`src/rtl/tccu_defines.svh`:
```
// Constants of the timer capture and compare unit
//
// Summary of operation
// - Compare runs once per four cycles, at T01
// - Match sets compare flag at T11, loads level
// - High compare write blocks compares until low write
// - Output latch loads only on valid match
// - Compare bytes and flag survive reset
// - Compare interrupt follows flag when enabled
// - Status read then low write clears compare
// - Edge select bit picks capture edge
// - Captured value is counter plus one
// - Every qualifying live edge overwrites capture bytes unless a high read is pending or a held stop edge is shown in the same cycle
// - High capture read blocks transfers until low read
// - Capture flag sets on edge, clears by read pair
// - Rollover flag sets on wrap, clears by read pair
// - Alternate counter reads never clear rollover
// - Compare pin low after reset until match
// - Only control register and control state are reset; capture retained
// - Level bit holds next compare output level
// - Timer runs in wait, interrupt wakes
// - Stop freezes timer logic until exit
// - Stop edge arms capture, shown on wake
`ifndef TCCU_DEFINES_SVH
`define TCCU_DEFINES_SVH
// Register indices on the local port
`define TCCU_A_CTRL 3'h0
`define TCCU_A_STAT 3'h1
`define TCCU_A_CAPH 3'h2
`define TCCU_A_CAPL 3'h3
`define TCCU_A_CMPH 3'h4
`define TCCU_A_CMPL 3'h5
// Control bit positions
`define TCCU_B_CAP_IE 7
`define TCCU_B_CMP_IE 6
`define TCCU_B_ROL_IE 5
`define TCCU_B_EDGE 1
`define TCCU_B_LVL 0
// Flag vector positions
`define TCCU_F_CAP 2
`define TCCU_F_CMP 1
`define TCCU_F_ROL 0
// Reset and arithmetic constants
`define TCCU_CTRL_RST 8'h00
`define TCCU_RD_IDLE 8'h00
`define TCCU_STAT_PAD 5'h00
`define TCCU_ONE 16'h0001
`endif

```
`src/rtl/tccu_pkg.sv`:
```
// Types of the timer capture and compare unit
package tccu_pkg;
	// Timer state within one counter period, one-hot
	typedef enum logic [3:0] {
		TCCU_T00 = 4'h1,
		TCCU_T01 = 4'h2,
		TCCU_T10 = 4'h4,
		TCCU_T11 = 4'h8
	} tccu_phase_t;
	// State that reset clears
	typedef struct packed {
		logic [7:0] ctrl;
		tccu_phase_t phase;
		logic cmp_inh;
		logic cap_inh;
		logic match;
		logic [2:0] arm;
		logic cap_prev;
		logic stop_pend;
		logic stop_prev;
		logic out_pin;
		logic [7:0] rdata;
	} tccu_ctl_t;
	// State that reset leaves alone
	typedef struct packed {
		logic [15:0] cmp;
		logic [15:0] cap;
		logic [15:0] pend_val;
		logic [2:0] flags;
	} tccu_dat_t;
endpackage : tccu_pkg

```
`src/rtl/tccu_top.sv`:
```
// Timer capture and compare unit: registers, match, capture, flags
`timescale 1ns/10ps
`include "tccu_defines.svh"

module tccu_top (
	// Clock and reset
	input wire logic mclk_in,
	input wire logic rst_in,
	// Register port
	input wire logic [2:0] addr_in,
	input wire logic [7:0] wdata_in,
	input wire logic wr_in,
	input wire logic rd_in,
	output logic [7:0] rdata_out,
	// Free-running counter link
	input wire logic [15:0] counter_in,
	input wire logic rollover_in,
	input wire logic counter_low_read_in,
	// Power mode
	input wire logic stop_in,
	// Pins
	input wire logic capture_input_pin_in,
	output logic compare_output_pin_out,
	// Interrupt to the processor
	output logic timer_irq_out
);

	// Register-port access decode, used for every side effect
	function automatic logic hit(input logic strobe, input logic [2:0] a,
		input logic [2:0] target);
		hit = strobe && (a == target);
	endfunction : hit

	// Registered state, split by reset behaviour
	tccu_pkg::tccu_ctl_t st;
	tccu_pkg::tccu_ctl_t next_st;
	tccu_pkg::tccu_dat_t d;
	tccu_pkg::tccu_dat_t next_d;

	// Decoded strobes
	logic wr_ctrl;
	logic wr_cmph;
	logic wr_cmpl;
	logic rd_stat;
	logic rd_caph;
	logic rd_capl;
	// Selected capture edge seen this cycle
	logic cap_edge;
	// Counter value plus one, as captured
	logic [15:0] cap_val;
	// Stop mode just ended
	logic stop_exit;

	// Strobe decode
	assign wr_ctrl = hit(wr_in, addr_in, `TCCU_A_CTRL);
	assign wr_cmph = hit(wr_in, addr_in, `TCCU_A_CMPH);
	assign wr_cmpl = hit(wr_in, addr_in, `TCCU_A_CMPL);
	assign rd_stat = hit(rd_in, addr_in, `TCCU_A_STAT);
	assign rd_caph = hit(rd_in, addr_in, `TCCU_A_CAPH);
	assign rd_capl = hit(rd_in, addr_in, `TCCU_A_CAPL);

	// Edge detect: level changed and now equals the select bit
	assign cap_edge = (capture_input_pin_in != st.cap_prev) &&
		(capture_input_pin_in == st.ctrl[`TCCU_B_EDGE]);
	// Synchronisation delay shows as one count more
	assign cap_val = counter_in + `TCCU_ONE;
	assign stop_exit = st.stop_prev && !stop_in;

	// Outputs straight from flip-flops or flags
	assign rdata_out = st.rdata;
	assign compare_output_pin_out = st.out_pin;
	// Any flag with its enable raises the request; also wakes from wait
	assign timer_irq_out = |(d.flags & st.ctrl[`TCCU_B_CAP_IE:`TCCU_B_ROL_IE]);

	// Next-state logic
	always_comb begin
		next_st = st;
		next_d = d;
		next_st.cap_prev = capture_input_pin_in;
		next_st.stop_prev = stop_in;

		// Control register writes
		if (wr_ctrl) begin
			next_st.ctrl = wdata_in;
		end
		// Compare bytes: high write inhibits matching, low write releases it
		if (wr_cmph) begin
			next_d.cmp[15:8] = wdata_in;
			next_st.cmp_inh = 1'b1;
		end
		if (wr_cmpl) begin
			next_d.cmp[7:0] = wdata_in;
			next_st.cmp_inh = 1'b0;
		end

		// High capture read freezes transfers until the low read
		if (rd_caph) begin
			next_st.cap_inh = 1'b1;
		end
		if (rd_capl) begin
			next_st.cap_inh = 1'b0;
		end

		// Clearing: status read arms each set flag, partner access clears
		if (wr_cmpl && st.arm[`TCCU_F_CMP]) begin
			next_d.flags[`TCCU_F_CMP] = 1'b0;
			next_st.arm[`TCCU_F_CMP] = 1'b0;
		end
		if (rd_capl && st.arm[`TCCU_F_CAP]) begin
			next_d.flags[`TCCU_F_CAP] = 1'b0;
			next_st.arm[`TCCU_F_CAP] = 1'b0;
		end
		// Only the primary low-byte strobe reaches here
		if (counter_low_read_in && st.arm[`TCCU_F_ROL]) begin
			next_d.flags[`TCCU_F_ROL] = 1'b0;
			next_st.arm[`TCCU_F_ROL] = 1'b0;
		end
		if (rd_stat) begin
			next_st.arm = d.flags;
		end

		// Read data, valid the cycle after the strobe
		next_st.rdata = `TCCU_RD_IDLE;
		if (rd_in) begin
			unique case (addr_in)
				`TCCU_A_CTRL: next_st.rdata = st.ctrl;
				`TCCU_A_STAT: next_st.rdata = {d.flags, `TCCU_STAT_PAD};
				`TCCU_A_CAPH: next_st.rdata = d.cap[15:8];
				`TCCU_A_CAPL: next_st.rdata = d.cap[7:0];
				`TCCU_A_CMPH: next_st.rdata = d.cmp[15:8];
				`TCCU_A_CMPL: next_st.rdata = d.cmp[7:0];
				// Unmapped indices read as zero
				default: next_st.rdata = `TCCU_RD_IDLE;
			endcase
		end

		if (stop_in) begin
			// Timer clock stopped: phase and compare frozen
			// First edge is held back, no flag, no wake
			if (cap_edge && !st.stop_pend) begin
				next_st.stop_pend = 1'b1;
				next_d.pend_val = cap_val;
			end
		end else begin
			// Timer state walks T00 T01 T10 T11
			unique case (st.phase)
				tccu_pkg::TCCU_T00: next_st.phase = tccu_pkg::TCCU_T01;
				tccu_pkg::TCCU_T01: next_st.phase = tccu_pkg::TCCU_T10;
				tccu_pkg::TCCU_T10: next_st.phase = tccu_pkg::TCCU_T11;
				tccu_pkg::TCCU_T11: next_st.phase = tccu_pkg::TCCU_T00;
				// Recover from a corrupted code
				default: next_st.phase = tccu_pkg::TCCU_T00;
			endcase
			// Compare once per period, at T01
			if (st.phase == tccu_pkg::TCCU_T01) begin
				next_st.match = !st.cmp_inh && (counter_in == d.cmp);
			end
			// Match takes effect at T11, flag set or not
			if (st.phase == tccu_pkg::TCCU_T11 && st.match) begin
				next_d.flags[`TCCU_F_CMP] = 1'b1;
				next_st.out_pin = st.ctrl[`TCCU_B_LVL];
				next_st.match = 1'b0;
			end
			// Counter wrap from the counter block
			if (rollover_in) begin
				next_d.flags[`TCCU_F_ROL] = 1'b1;
			end
			// Live capture overwrites regardless of flag
			if (cap_edge && !st.cap_inh) begin
				next_d.cap = cap_val;
			end
			if (cap_edge) begin
				next_d.flags[`TCCU_F_CAP] = 1'b1;
			end
			// Edge held over stop appears on wake
			if (stop_exit && st.stop_pend) begin
				next_st.stop_pend = 1'b0;
				next_d.flags[`TCCU_F_CAP] = 1'b1;
				if (!st.cap_inh) begin
					next_d.cap = d.pend_val;
				end
			end
		end
	end

	// Control state: cleared by reset, discarding a held stop edge
	always_ff @(posedge mclk_in or posedge rst_in) begin
		if (rst_in) begin
			st.ctrl <= `TCCU_CTRL_RST;
			st.phase <= tccu_pkg::TCCU_T00;
			st.cmp_inh <= 1'b0;
			st.cap_inh <= 1'b0;
			st.match <= 1'b0;
			st.arm <= 3'h0;
			st.cap_prev <= 1'b0;
			st.stop_pend <= 1'b0;
			st.stop_prev <= 1'b0;
			st.out_pin <= 1'b0;
			st.rdata <= `TCCU_RD_IDLE;
		end else begin
			st <= next_st;
		end
	end

	// Data state: compare, capture and flags keep their value over reset
	always_ff @(posedge mclk_in) begin
		d <= next_d;
	end

	// Checks

	// Match at T01 raises the compare flag two cycles later
	property p_match_flag;
		@(posedge mclk_in) disable iff (rst_in)
		(st.phase == tccu_pkg::TCCU_T11 && st.match && !stop_in)
			|=> d.flags[`TCCU_F_CMP];
	endproperty
	a_match_flag: assert property (p_match_flag)
		else $error("compare flag not set after match");

	// Compare period is four cycles
	property p_period;
		@(posedge mclk_in) disable iff (rst_in)
		(st.phase == tccu_pkg::TCCU_T01 && !stop_in) ##1 (!stop_in)[*3]
			|=> st.phase == tccu_pkg::TCCU_T01;
	endproperty
	a_period: assert property (p_period)
		else $error("compare phase not four cycles apart");

	// High compare write holds off matching until low write
	property p_inhibit;
		@(posedge mclk_in) disable iff (rst_in)
		(st.cmp_inh && st.phase == tccu_pkg::TCCU_T01 && !stop_in) |=> !st.match;
	endproperty
	a_inhibit: assert property (p_inhibit)
		else $error("compare ran while inhibited");

	// Pin changes only at T11 with a match pending
	property p_pin_cause;
		@(posedge mclk_in) disable iff (rst_in)
		$changed(compare_output_pin_out)
			|-> $past(st.match && st.phase == tccu_pkg::TCCU_T11);
	endproperty
	a_pin_cause: assert property (p_pin_cause)
		else $error("compare pin changed without match");

	// Enabled compare flag raises the request at once
	property p_cmp_irq;
		@(posedge mclk_in) disable iff (rst_in)
		($rose(d.flags[`TCCU_F_CMP]) && st.ctrl[`TCCU_B_CMP_IE]) |-> timer_irq_out;
	endproperty
	a_cmp_irq: assert property (p_cmp_irq)
		else $error("compare interrupt missing");

	// Compare flag falls only through the armed low write
	property p_cmp_clear;
		@(posedge mclk_in) disable iff (rst_in)
		$fell(d.flags[`TCCU_F_CMP]) |-> $past(wr_cmpl && st.arm[`TCCU_F_CMP]);
	endproperty
	a_cmp_clear: assert property (p_cmp_clear)
		else $error("compare flag cleared without sequence");

	// Captured value is counter plus one
	property p_cap_val;
		@(posedge mclk_in) disable iff (rst_in)
		(cap_edge && !stop_in && !st.cap_inh && !stop_exit)
			|=> d.cap == $past(counter_in) + `TCCU_ONE;
	endproperty
	a_cap_val: assert property (p_cap_val)
		else $error("capture value wrong");

	// Capture bytes frozen while the high byte read is pending
	property p_cap_hold;
		@(posedge mclk_in) disable iff (rst_in)
		(st.cap_inh && !rd_capl) |=> $stable(d.cap);
	endproperty
	a_cap_hold: assert property (p_cap_hold)
		else $error("capture changed while inhibited");

	// Rollover flag falls only through the primary low read
	property p_rol_clear;
		@(posedge mclk_in) disable iff (rst_in)
		$fell(d.flags[`TCCU_F_ROL])
			|-> $past(counter_low_read_in && st.arm[`TCCU_F_ROL]);
	endproperty
	a_rol_clear: assert property (p_rol_clear)
		else $error("rollover flag cleared without sequence");

	// Capture flag does not rise and phase holds while stopped
	property p_stop_quiet;
		@(posedge mclk_in) disable iff (rst_in)
		(stop_in && $past(stop_in)) |-> !$rose(d.flags[`TCCU_F_CAP]) && $stable(st.phase);
	endproperty
	a_stop_quiet: assert property (p_stop_quiet)
		else $error("timer active during stop");

	// Selected live edge raises the capture flag
	property p_cap_flag;
		@(posedge mclk_in) disable iff (rst_in)
		(cap_edge && !stop_in) |=> d.flags[`TCCU_F_CAP];
	endproperty
	a_cap_flag: assert property (p_cap_flag)
		else $error("capture flag not set after edge");

	// Capture flag falls only through the armed low read
	property p_cap_clear;
		@(posedge mclk_in) disable iff (rst_in)
		$fell(d.flags[`TCCU_F_CAP]) |-> $past(rd_capl && st.arm[`TCCU_F_CAP]);
	endproperty
	a_cap_clear: assert property (p_cap_clear)
		else $error("capture flag cleared without sequence");

	// Enabled capture flag raises the request at once
	property p_cap_irq;
		@(posedge mclk_in) disable iff (rst_in)
		($rose(d.flags[`TCCU_F_CAP]) && st.ctrl[`TCCU_B_CAP_IE]) |-> timer_irq_out;
	endproperty
	a_cap_irq: assert property (p_cap_irq)
		else $error("capture interrupt missing");

	// Counter wrap raises the rollover flag
	property p_rol_set;
		@(posedge mclk_in) disable iff (rst_in)
		(rollover_in && !stop_in) |=> d.flags[`TCCU_F_ROL];
	endproperty
	a_rol_set: assert property (p_rol_set)
		else $error("rollover flag not set after wrap");

	// Edge held over stop raises the capture flag on wake
	property p_stop_wake;
		@(posedge mclk_in) disable iff (rst_in)
		(stop_exit && st.stop_pend) |=> d.flags[`TCCU_F_CAP];
	endproperty
	a_stop_wake: assert property (p_stop_wake)
		else $error("held capture not shown after wake");

	// Scenarios worth seeing
	c_match: cover property (@(posedge mclk_in) disable iff (rst_in)
		$rose(d.flags[`TCCU_F_CMP]));
	c_capture: cover property (@(posedge mclk_in) disable iff (rst_in)
		cap_edge && !stop_in);
	c_stop_wake: cover property (@(posedge mclk_in) disable iff (rst_in)
		stop_exit && st.stop_pend);
	c_rol_clear: cover property (@(posedge mclk_in) disable iff (rst_in)
		$fell(d.flags[`TCCU_F_ROL]));

endmodule : tccu_top
```
`config.mk`:
```
export PLATFORM = sky130hd
export DESIGN_NAME = tccu_top
export DESIGN_NICKNAME = d
export VERILOG_FILES = /design/src/rtl/tccu_pkg.sv /design/src/rtl/tccu_top.sv
export VERILOG_INCLUDE_DIRS = /design/src /design/src/rtl
export SDC_FILE = /design/constraint.sdc
export NUM_CORES = 1
export LEC_CHECK = 0
export BUFFER_PORTS_ARGS = -buffer_cell sky130_fd_sc_hd__buf_2
export CAP_MARGIN = 5
export CORE_ASPECT_RATIO = 2
export CORE_MARGIN = 8
export CORE_UTILIZATION = 57
export CTS_BUF_LIST = sky130_fd_sc_hd__clkbuf_8
export CTS_CLUSTER_SIZE = 24
export DETAILED_ROUTE_END_ITERATION = 8
export PLACE_DENSITY_LB_ADDON = 0.2
export SKIP_CTS_REPAIR_TIMING = 1
export SLEW_MARGIN = 20
export SYNTH_ARGS = -nofsm -noshare
export SYNTH_HDL_FRONTEND = slang
export SYNTH_SLANG_ARGS = --single-unit
```
`constraint.sdc`:
```
create_clock -name mclk_in -period 3.1 [get_ports mclk_in]
set_input_delay 0.155 -clock mclk_in [delete_from_list [all_inputs] [get_ports mclk_in]]
set_output_delay 0.155 -clock mclk_in [all_outputs]
set_load 0.02 [all_outputs]
```
==> results of run 1 <==
-- cells in the mapped netlist, drive strengths merged, types with 2 or more instances --
| library cell | n | area [µm²] |
|---|---|---|
| a22o | 4 | 35.0 |
| or4 | 2 | 18.8 |
| nand3b | 3 | 22.5 |
| o21ai | 24 | 120 |
| nor3b | 3 | 27.5 |
| nor2 | 11 | 48.8 |
| nor3 | 7 | 45.0 |
| a211oi | 2 | 15.0 |
| nor4 | 10 | 62.6 |
| buf | 16 | 103 |
| xnor2 | 10 | 95.1 |
| mux2i | 25 | 250 |
| edfxtp | 48 | 1440 |
| clkbuf | 5 | 18.8 |
| a21oi | 13 | 65.1 |
| dfxtp | 3 | 60.1 |
| xor2 | 22 | 193 |
| dfrtp | 29 | 726 |
| a21o | 3 | 22.5 |
| a22oi | 5 | 37.5 |
| mux2 | 9 | 101 |
| nand4 | 5 | 31.3 |
| nor2b | 2 | 12.5 |
| inv | 11 | 41.3 |
| nand3 | 7 | 45.0 |
| nand2 | 37 | 139 |
| nand2b | 2 | 12.5 |
-- cell type report --
| type | count | area share (%) |
|---|---|---|
| flip-flops and latches | 81 | 50.8 |
| multi-input cells | 218 | 34.7 |
| repair buffers | 55 | 7.22 |
| clock buffers | 10 | 3.10 |
| well taps | 90 | 2.54 |
| inverters | 12 | 1.02 |
| clock inverters | 6 | 0.649 |
-- critical path: stages --
cell and delay [ns]:
dlygate4sd3_1 0.53, buf_2 0.14, nor3b_1 0.21, a21oi_1 0.16
nor2_4 0.56, mux2i_1 0.26, o21ai_0 0.09
-- registers in the layout, indices dropped and copies added, names as in the netlist --
| name | cells |
|---|---|
| d | 51 |
| rdata_out | 8 |
| st | 21 |
| compare_output_pin_out | 1 |
-- power groups by stage --
stage | Sequential (mW) | Combinational, mW | Clock [mW]
6_report | 1.41 | 0.419 | 0.672
4_1_cts | 1.41 | 0.415 | 0.681
2_1_floorplan | 1.38 | 0.315 | 0
3_5_place_dp | 1.44 | 0.414 | 0
3_3_place_gp | 1.43 | 0.398 | 0
5_1_grt | 1.43 | 0.465 | 0.722
-- per-stage QoR --
stage	instances	total power [mW]	instance area [µm²]	hold WS, ns	utilization, %
after floorplan	332	1.70	3950	0.186	-
after global placement	449	1.82	4200	0.243	61.4
after detailed placement	449	1.85	4200	0.248	61.4
after CTS	465	2.51	4360	-0.151	63.9
after global routing	472	2.62	4430	0.00771	64.9
final	472	2.51	4430	0.00784	64.9
-- layer usage --
layer  up-vias  routed length [µm]
met5         -                   0
met4         0                 459
met3        32                 659
met2       125                4850
met1      1346                3650
li1       1287                   -
-- kinds of logic after synthesis --
kind of cell,count (synthesis)
buffers and inverters,33
AO/OA/AOI/OAI,56
XOR/XNOR,32
AND/OR/NAND/NOR,94
adder cells (fa/ha/maj),1
flip-flops,81
multiplexers,35
-- how the worst max path moves through the flow --
| stage | startpoint | endpoint | slack [ns] | cells past startpoint |
|---|---|---|---|---|
| after floorplan | st[23] | d[10] | 0.85 | 3 |
| after global placement | st[23] | d[29] | 1.16 | 5 |
| after detailed placement | st[23] | d[33] | 1.06 | 5 |
| after CTS | st[23] | d[22] | 1.05 | 5 |
| after global routing | st[23] | d[20] | 0.91 | 5 |
| final | capture_input_pin_in | d[22] | 1.08 | 7 |
==> impl_metrics.py, run 1 <==
metrics = {
    "cts": {
        "cts_root_buf": "clkbuf_8",
        "clkTransAtPathRegs_ns": 0.08,
        "clockBufferDepth": 2,
        "cts_tree": "yes",
        "numCtsBuffers": 9,
        "ctsHtreeMaxLevel": 3,
        "cts_sinks": 81,
        "clk_latency_ns": 0.36,
    },
    "timing": {
        "min_period_over_period_pct": 65.1,
        "finalSetupTns_ns": 0,
        "grt_setup_unrepaired": "no",
        "finalHoldViolCount": 0,
        "finalClockSkew_ns": 0.00775,
        "setup_viol": 0,
        "maxClockFrequency_mhz": 495,
        "tightestPinTransition_ns": 0.889,
        "slew_violations": 0,
        "postLayoutSetupSlackWorst_ns": 1.08,
        "max-slew-margin-rel_pct": 40.7,
        "fin_crit_ns": 2.02,
    },
    "logic_synthesis": {
        "synth_compound_area_share_pct": 8.56,
        "muxShareOfSynthArea_pct": 9.48,
        "synth.avg_cell_area_um2": 11.9,
        "yosys_warnings": 0,
        "synth_top_family_by_area": "simple AND/OR/NAND/NOR gates",
        "synth-simple-area-share_pct": 13.0,
        "synthArstFlopShare_pct": 37.0,
        "synth-seq-cells": 81,
        "synth_seq_area_share_pct": 57.1,
        "synth_flop_cell": "edfxtp_1",
        "syn_inst": 332,
        "synth-edff-count": 48,
        "synth_area_um2": 3950,
        "synth_fp_nets": 368,
        "synth-xor-area-share_pct": 7.29,
        "synthAdderAreaFrac_pct": 0.317,
        "ys_types": 50,
    },
    "worst_hold_path": {
        "hold_depth": 1,
        "hold_path.class": "primary input to flop",
        "min_from": "wdata_in[5]",
        "min_to": "d[48]",
    },
    "routing": {
        "ant_nets": 0,
        "first_pass_iters": 4,
        "via_per_inst": 5.91,
        "drc": 0,
        "drt_iter0_drc": 251,
        "wl_mm": 9.62,
        "drt-wirelength-per-cell_um": 20.4,
        "vias": 2790,
    },
    "placement": {
        "dp_slack_ns": 1.06,
        "gp_congestion": 0.849,
        "portBuffers": 44,
        "place_hpwl_mm": 7.02,
    },
    "grt": {
        "track_usage_pct": 20.8,
        "grt-ovfl-total": 0,
        "gr-usage-met2_pct": 31.8,
        "antenna_found_initial": 0,
        "use_met3_pct": 4.52,
        "grt_max_degree": 33,
        "grt_util_met1_pct": 25.0,
        "grt_pass1_vias": 2856,
        "grt_first_pass_wirelength_mm": 15.1,
        "grt.busiest_layer": "met2",
    },
    "critical_path": {
        "critPathCaptureType": "flop",
        "required_ns": 3.20,
        "start_kind": "primary input",
        "rr_startpoint": "st[23]",
        "ff2ff_path_depth": 5,
        "critPathKind": "primary input to flop",
        "reg2reg_slack_ns": 1.08,
        "worst_ep_arrival_time_ns": 2.12,
        "path_max_fanout": 16,
        "reg2reg_to": "d[22]",
    },
    "floorplan": {
        "die_x_um": 74.8,
        "die_y_um": 134,
        "start_util_pct": 57.8,
        "core_um2": 6830,
        "num_rows": 43,
        "die_area_um2": 10000,
        "io_pins": 45,
    },
    "power_and_ir_drop": {
        "p_clk_share_pct": 26.8,
        "powerDensity_nw_per_um2": 565,
        "pwr-share-seq_pct": 56.5,
        "ir_drop_uv": 438,
        "switching_share_pct": 28.7,
        "leakagePower_nw": 1.76,
        "p_switching_uw": 719,
        "p_int_mw": 1.79,
        "comb_power_share_pct": 16.7,
    },
    "final_layout": {
        "drive_gt1_share_pct": 20.9,
        "multiInputGateArea_um2": 1540,
        "area_growth_pct": 12.4,
        "final_common_cell": "edfxtp_1",
        "seq_area_um2": 2250,
        "nets": 413,
        "layout_common_cells": "edfxtp_1, buf_2, nand2_1",
        "antenna_cells": 0,
        "fillers": 580,
    },
    "flow_run": {
        "cap_violations": 0,
    },
    "run_status": {
        "status": "completed",
    },
}
Power figures use the tool's default switching activity.
==> run 2, diff against run 1 <==
CORE_UTILIZATION = 55   (was 57)
clock period = 1.8 ns   (was 3.1 ns; I/O delays follow)
==> impl_metrics.py, run 2 (synthesis results as in run 1) <==
metrics = {
    "grt": {
        "grt_first_pass_wirelength_mm": 14.9,
        "track_usage_pct": 20.1,
        "grt_pass1_vias": 2879,
        "grt_max_degree": 33,
        "grt-ovfl-total": 0,
        "antenna_found_initial": 0,
    },
    "critical_path": {
        "rr_startpoint": "st[23]",
        "path_max_fanout": 16,
        "reg2reg_to": "d[24]",
        "ff2ff_path_depth": 7,
        "critPathCaptureType": "flop",
        "critPathKind": "flop to flop",
        "worst_ep_arrival_time_ns": 1.76,
        "required_ns": 1.89,
        "start_kind": "flop",
        "reg2reg_slack_ns": 0.13,
    },
    "timing": {
        "tightestPinTransition_ns": 0.519,
        "finalSetupTns_ns": 0,
        "maxClockFrequency_mhz": 599,
        "finalClockSkew_ns": 0.0141,
        "finalHoldViolCount": 0,
        "max-slew-margin-rel_pct": 65.3,
        "grt_setup_unrepaired": "no",
        "fin_crit_ns": 1.67,
        "min_period_over_period_pct": 92.8,
        "setup_viol": 0,
        "slew_violations": 0,
    },
    "floorplan": {
        "die_x_um": 75.9,
        "num_rows": 43,
        "die_area_um2": 10300,
        "io_pins": 45,
        "die_y_um": 136,
        "start_util_pct": 56.9,
        "core_um2": 6940,
    },
    "final_layout": {
        "largest_reg_flops": 51,
        "regMostFlops": "d",
        "seq_area_um2": 2250,
        "nets": 430,
        "antenna_cells": 0,
        "area_growth_pct": 16.6,
        "final_common_cell": "edfxtp_1",
        "layout_common_cells": "edfxtp_1, buf_2, nand2_1",
        "fillers": 534,
        "drive_gt1_share_pct": 23.6,
        "multiInputGateArea_um2": 1540,
    },
    "worst_hold_path": {
        "min_from": "counter_low_read_in",
        "hold_path.class": "primary input to flop",
        "min_to": "st[12]",
        "hold_depth": 3,
    },
    "cts": {
        "numCtsBuffers": 9,
        "cts_tree": "yes",
        "clkTransAtPathRegs_ns": 0.07,
        "cts_sinks": 81,
        "cts_root_buf": "clkbuf_8",
        "clockBufferDepth": 2,
        "clk_latency_ns": 0.36,
        "ctsHtreeMaxLevel": 3,
    },
    "power_and_ir_drop": {
        "powerDensity_nw_per_um2": 967,
        "ir_drop_uv": 707,
        "leakagePower_nw": 1.85,
        "power.total_mw": 4.45,
    },
    "routing": {
        "drc": 0,
        "wl_met2_mm": 4.90,
        "first_pass_iters": 4,
        "ant_nets": 0,
        "top_layer_used": "met4",
        "met3WireLength_um": 435,
        "wl_met1_mm": 3.68,
        "via_per_inst": 5.72,
        "drt-wirelength-per-cell_um": 19.2,
        "drt_iter0_drc": 181,
        "wl_mm": 9.40,
        "vias": 2797,
    },
    "placement": {
        "gp_congestion": 0.883,
        "portBuffers": 44,
        "place_hpwl_mm": 6.96,
    },
    "flow_run": {
        "cap_violations": 0,
    },
    "run_status": {
        "status": "completed",
    },
}
-- run 2: per-stage QoR --
step	cells	util [%]	setup WS, ns	instance area, µm²	hold slack (ns)
detailed placement	462	62.1	0.130	4310	0.187
global route	489	66.3	0.00836	4600	0.0177
floorplan	332	-	0.0391	3950	0.121
CTS	478	64.7	0.115	4490	-0.208
global placement	462	62.1	0.180	4310	0.179
finish	489	66.3	0.130	4600	0.00841
-- run 2: final cells by class --
| type | instances | share of cell area [%] |
|---|---|---|
| sequential | 81 | 49.0 |
| multi-input combinational | 218 | 33.5 |
| timing repair buffer | 72 | 10.2 |
| clock buffer | 9 | 2.69 |
| tap | 90 | 2.45 |
| clock inverter | 7 | 1.25 |
| inverter | 12 | 0.979 |
-- run 2: metal layers --
metal,up-vias,GRT usage (%)
li1,1318,-
met1,1363,22.4
met2,91,32.9
met3,25,5.34
met4,0,11.2
met5,-,0
-- run 2: worst max-delay path by stage --
stage             startpoint  endpoint  slack (ns)  depth (start not counted)
6_report              st[23]     d[24]        0.13                          7
5_1_grt               st[23]     d[21]       0.008                          7
4_1_cts               st[23]     d[24]        0.11                          7
3_5_place_dp   counter_in[0]     d[29]        0.13                          7
3_3_place_gp   counter_in[0]     d[29]        0.18                          7
2_1_floorplan         st[23]     d[10]        0.04                          3
-- run 2: critical path, stage by stage (launching register included) --
cell and delay [ns]:
dfrtp_1 0.38, nor3b_1 0.20, a21oi_1 0.07, buf_4 0.17, nor2_4 0.10, buf_12 0.18
mux2i_2 0.23, o21ai_1 0.08
-- run 2: where the power goes --
| part | internal, mW | leakage [nW] | switching, mW |
|---|---|---|---|
| Combinational | 0.382 | 0.895 | 0.434 |
| Clock | 0.618 | 0.104 | 0.620 |
| Sequential | 2.23 | 0.854 | 0.167 |
| Total | 3.23 | 1.85 | 1.22 |
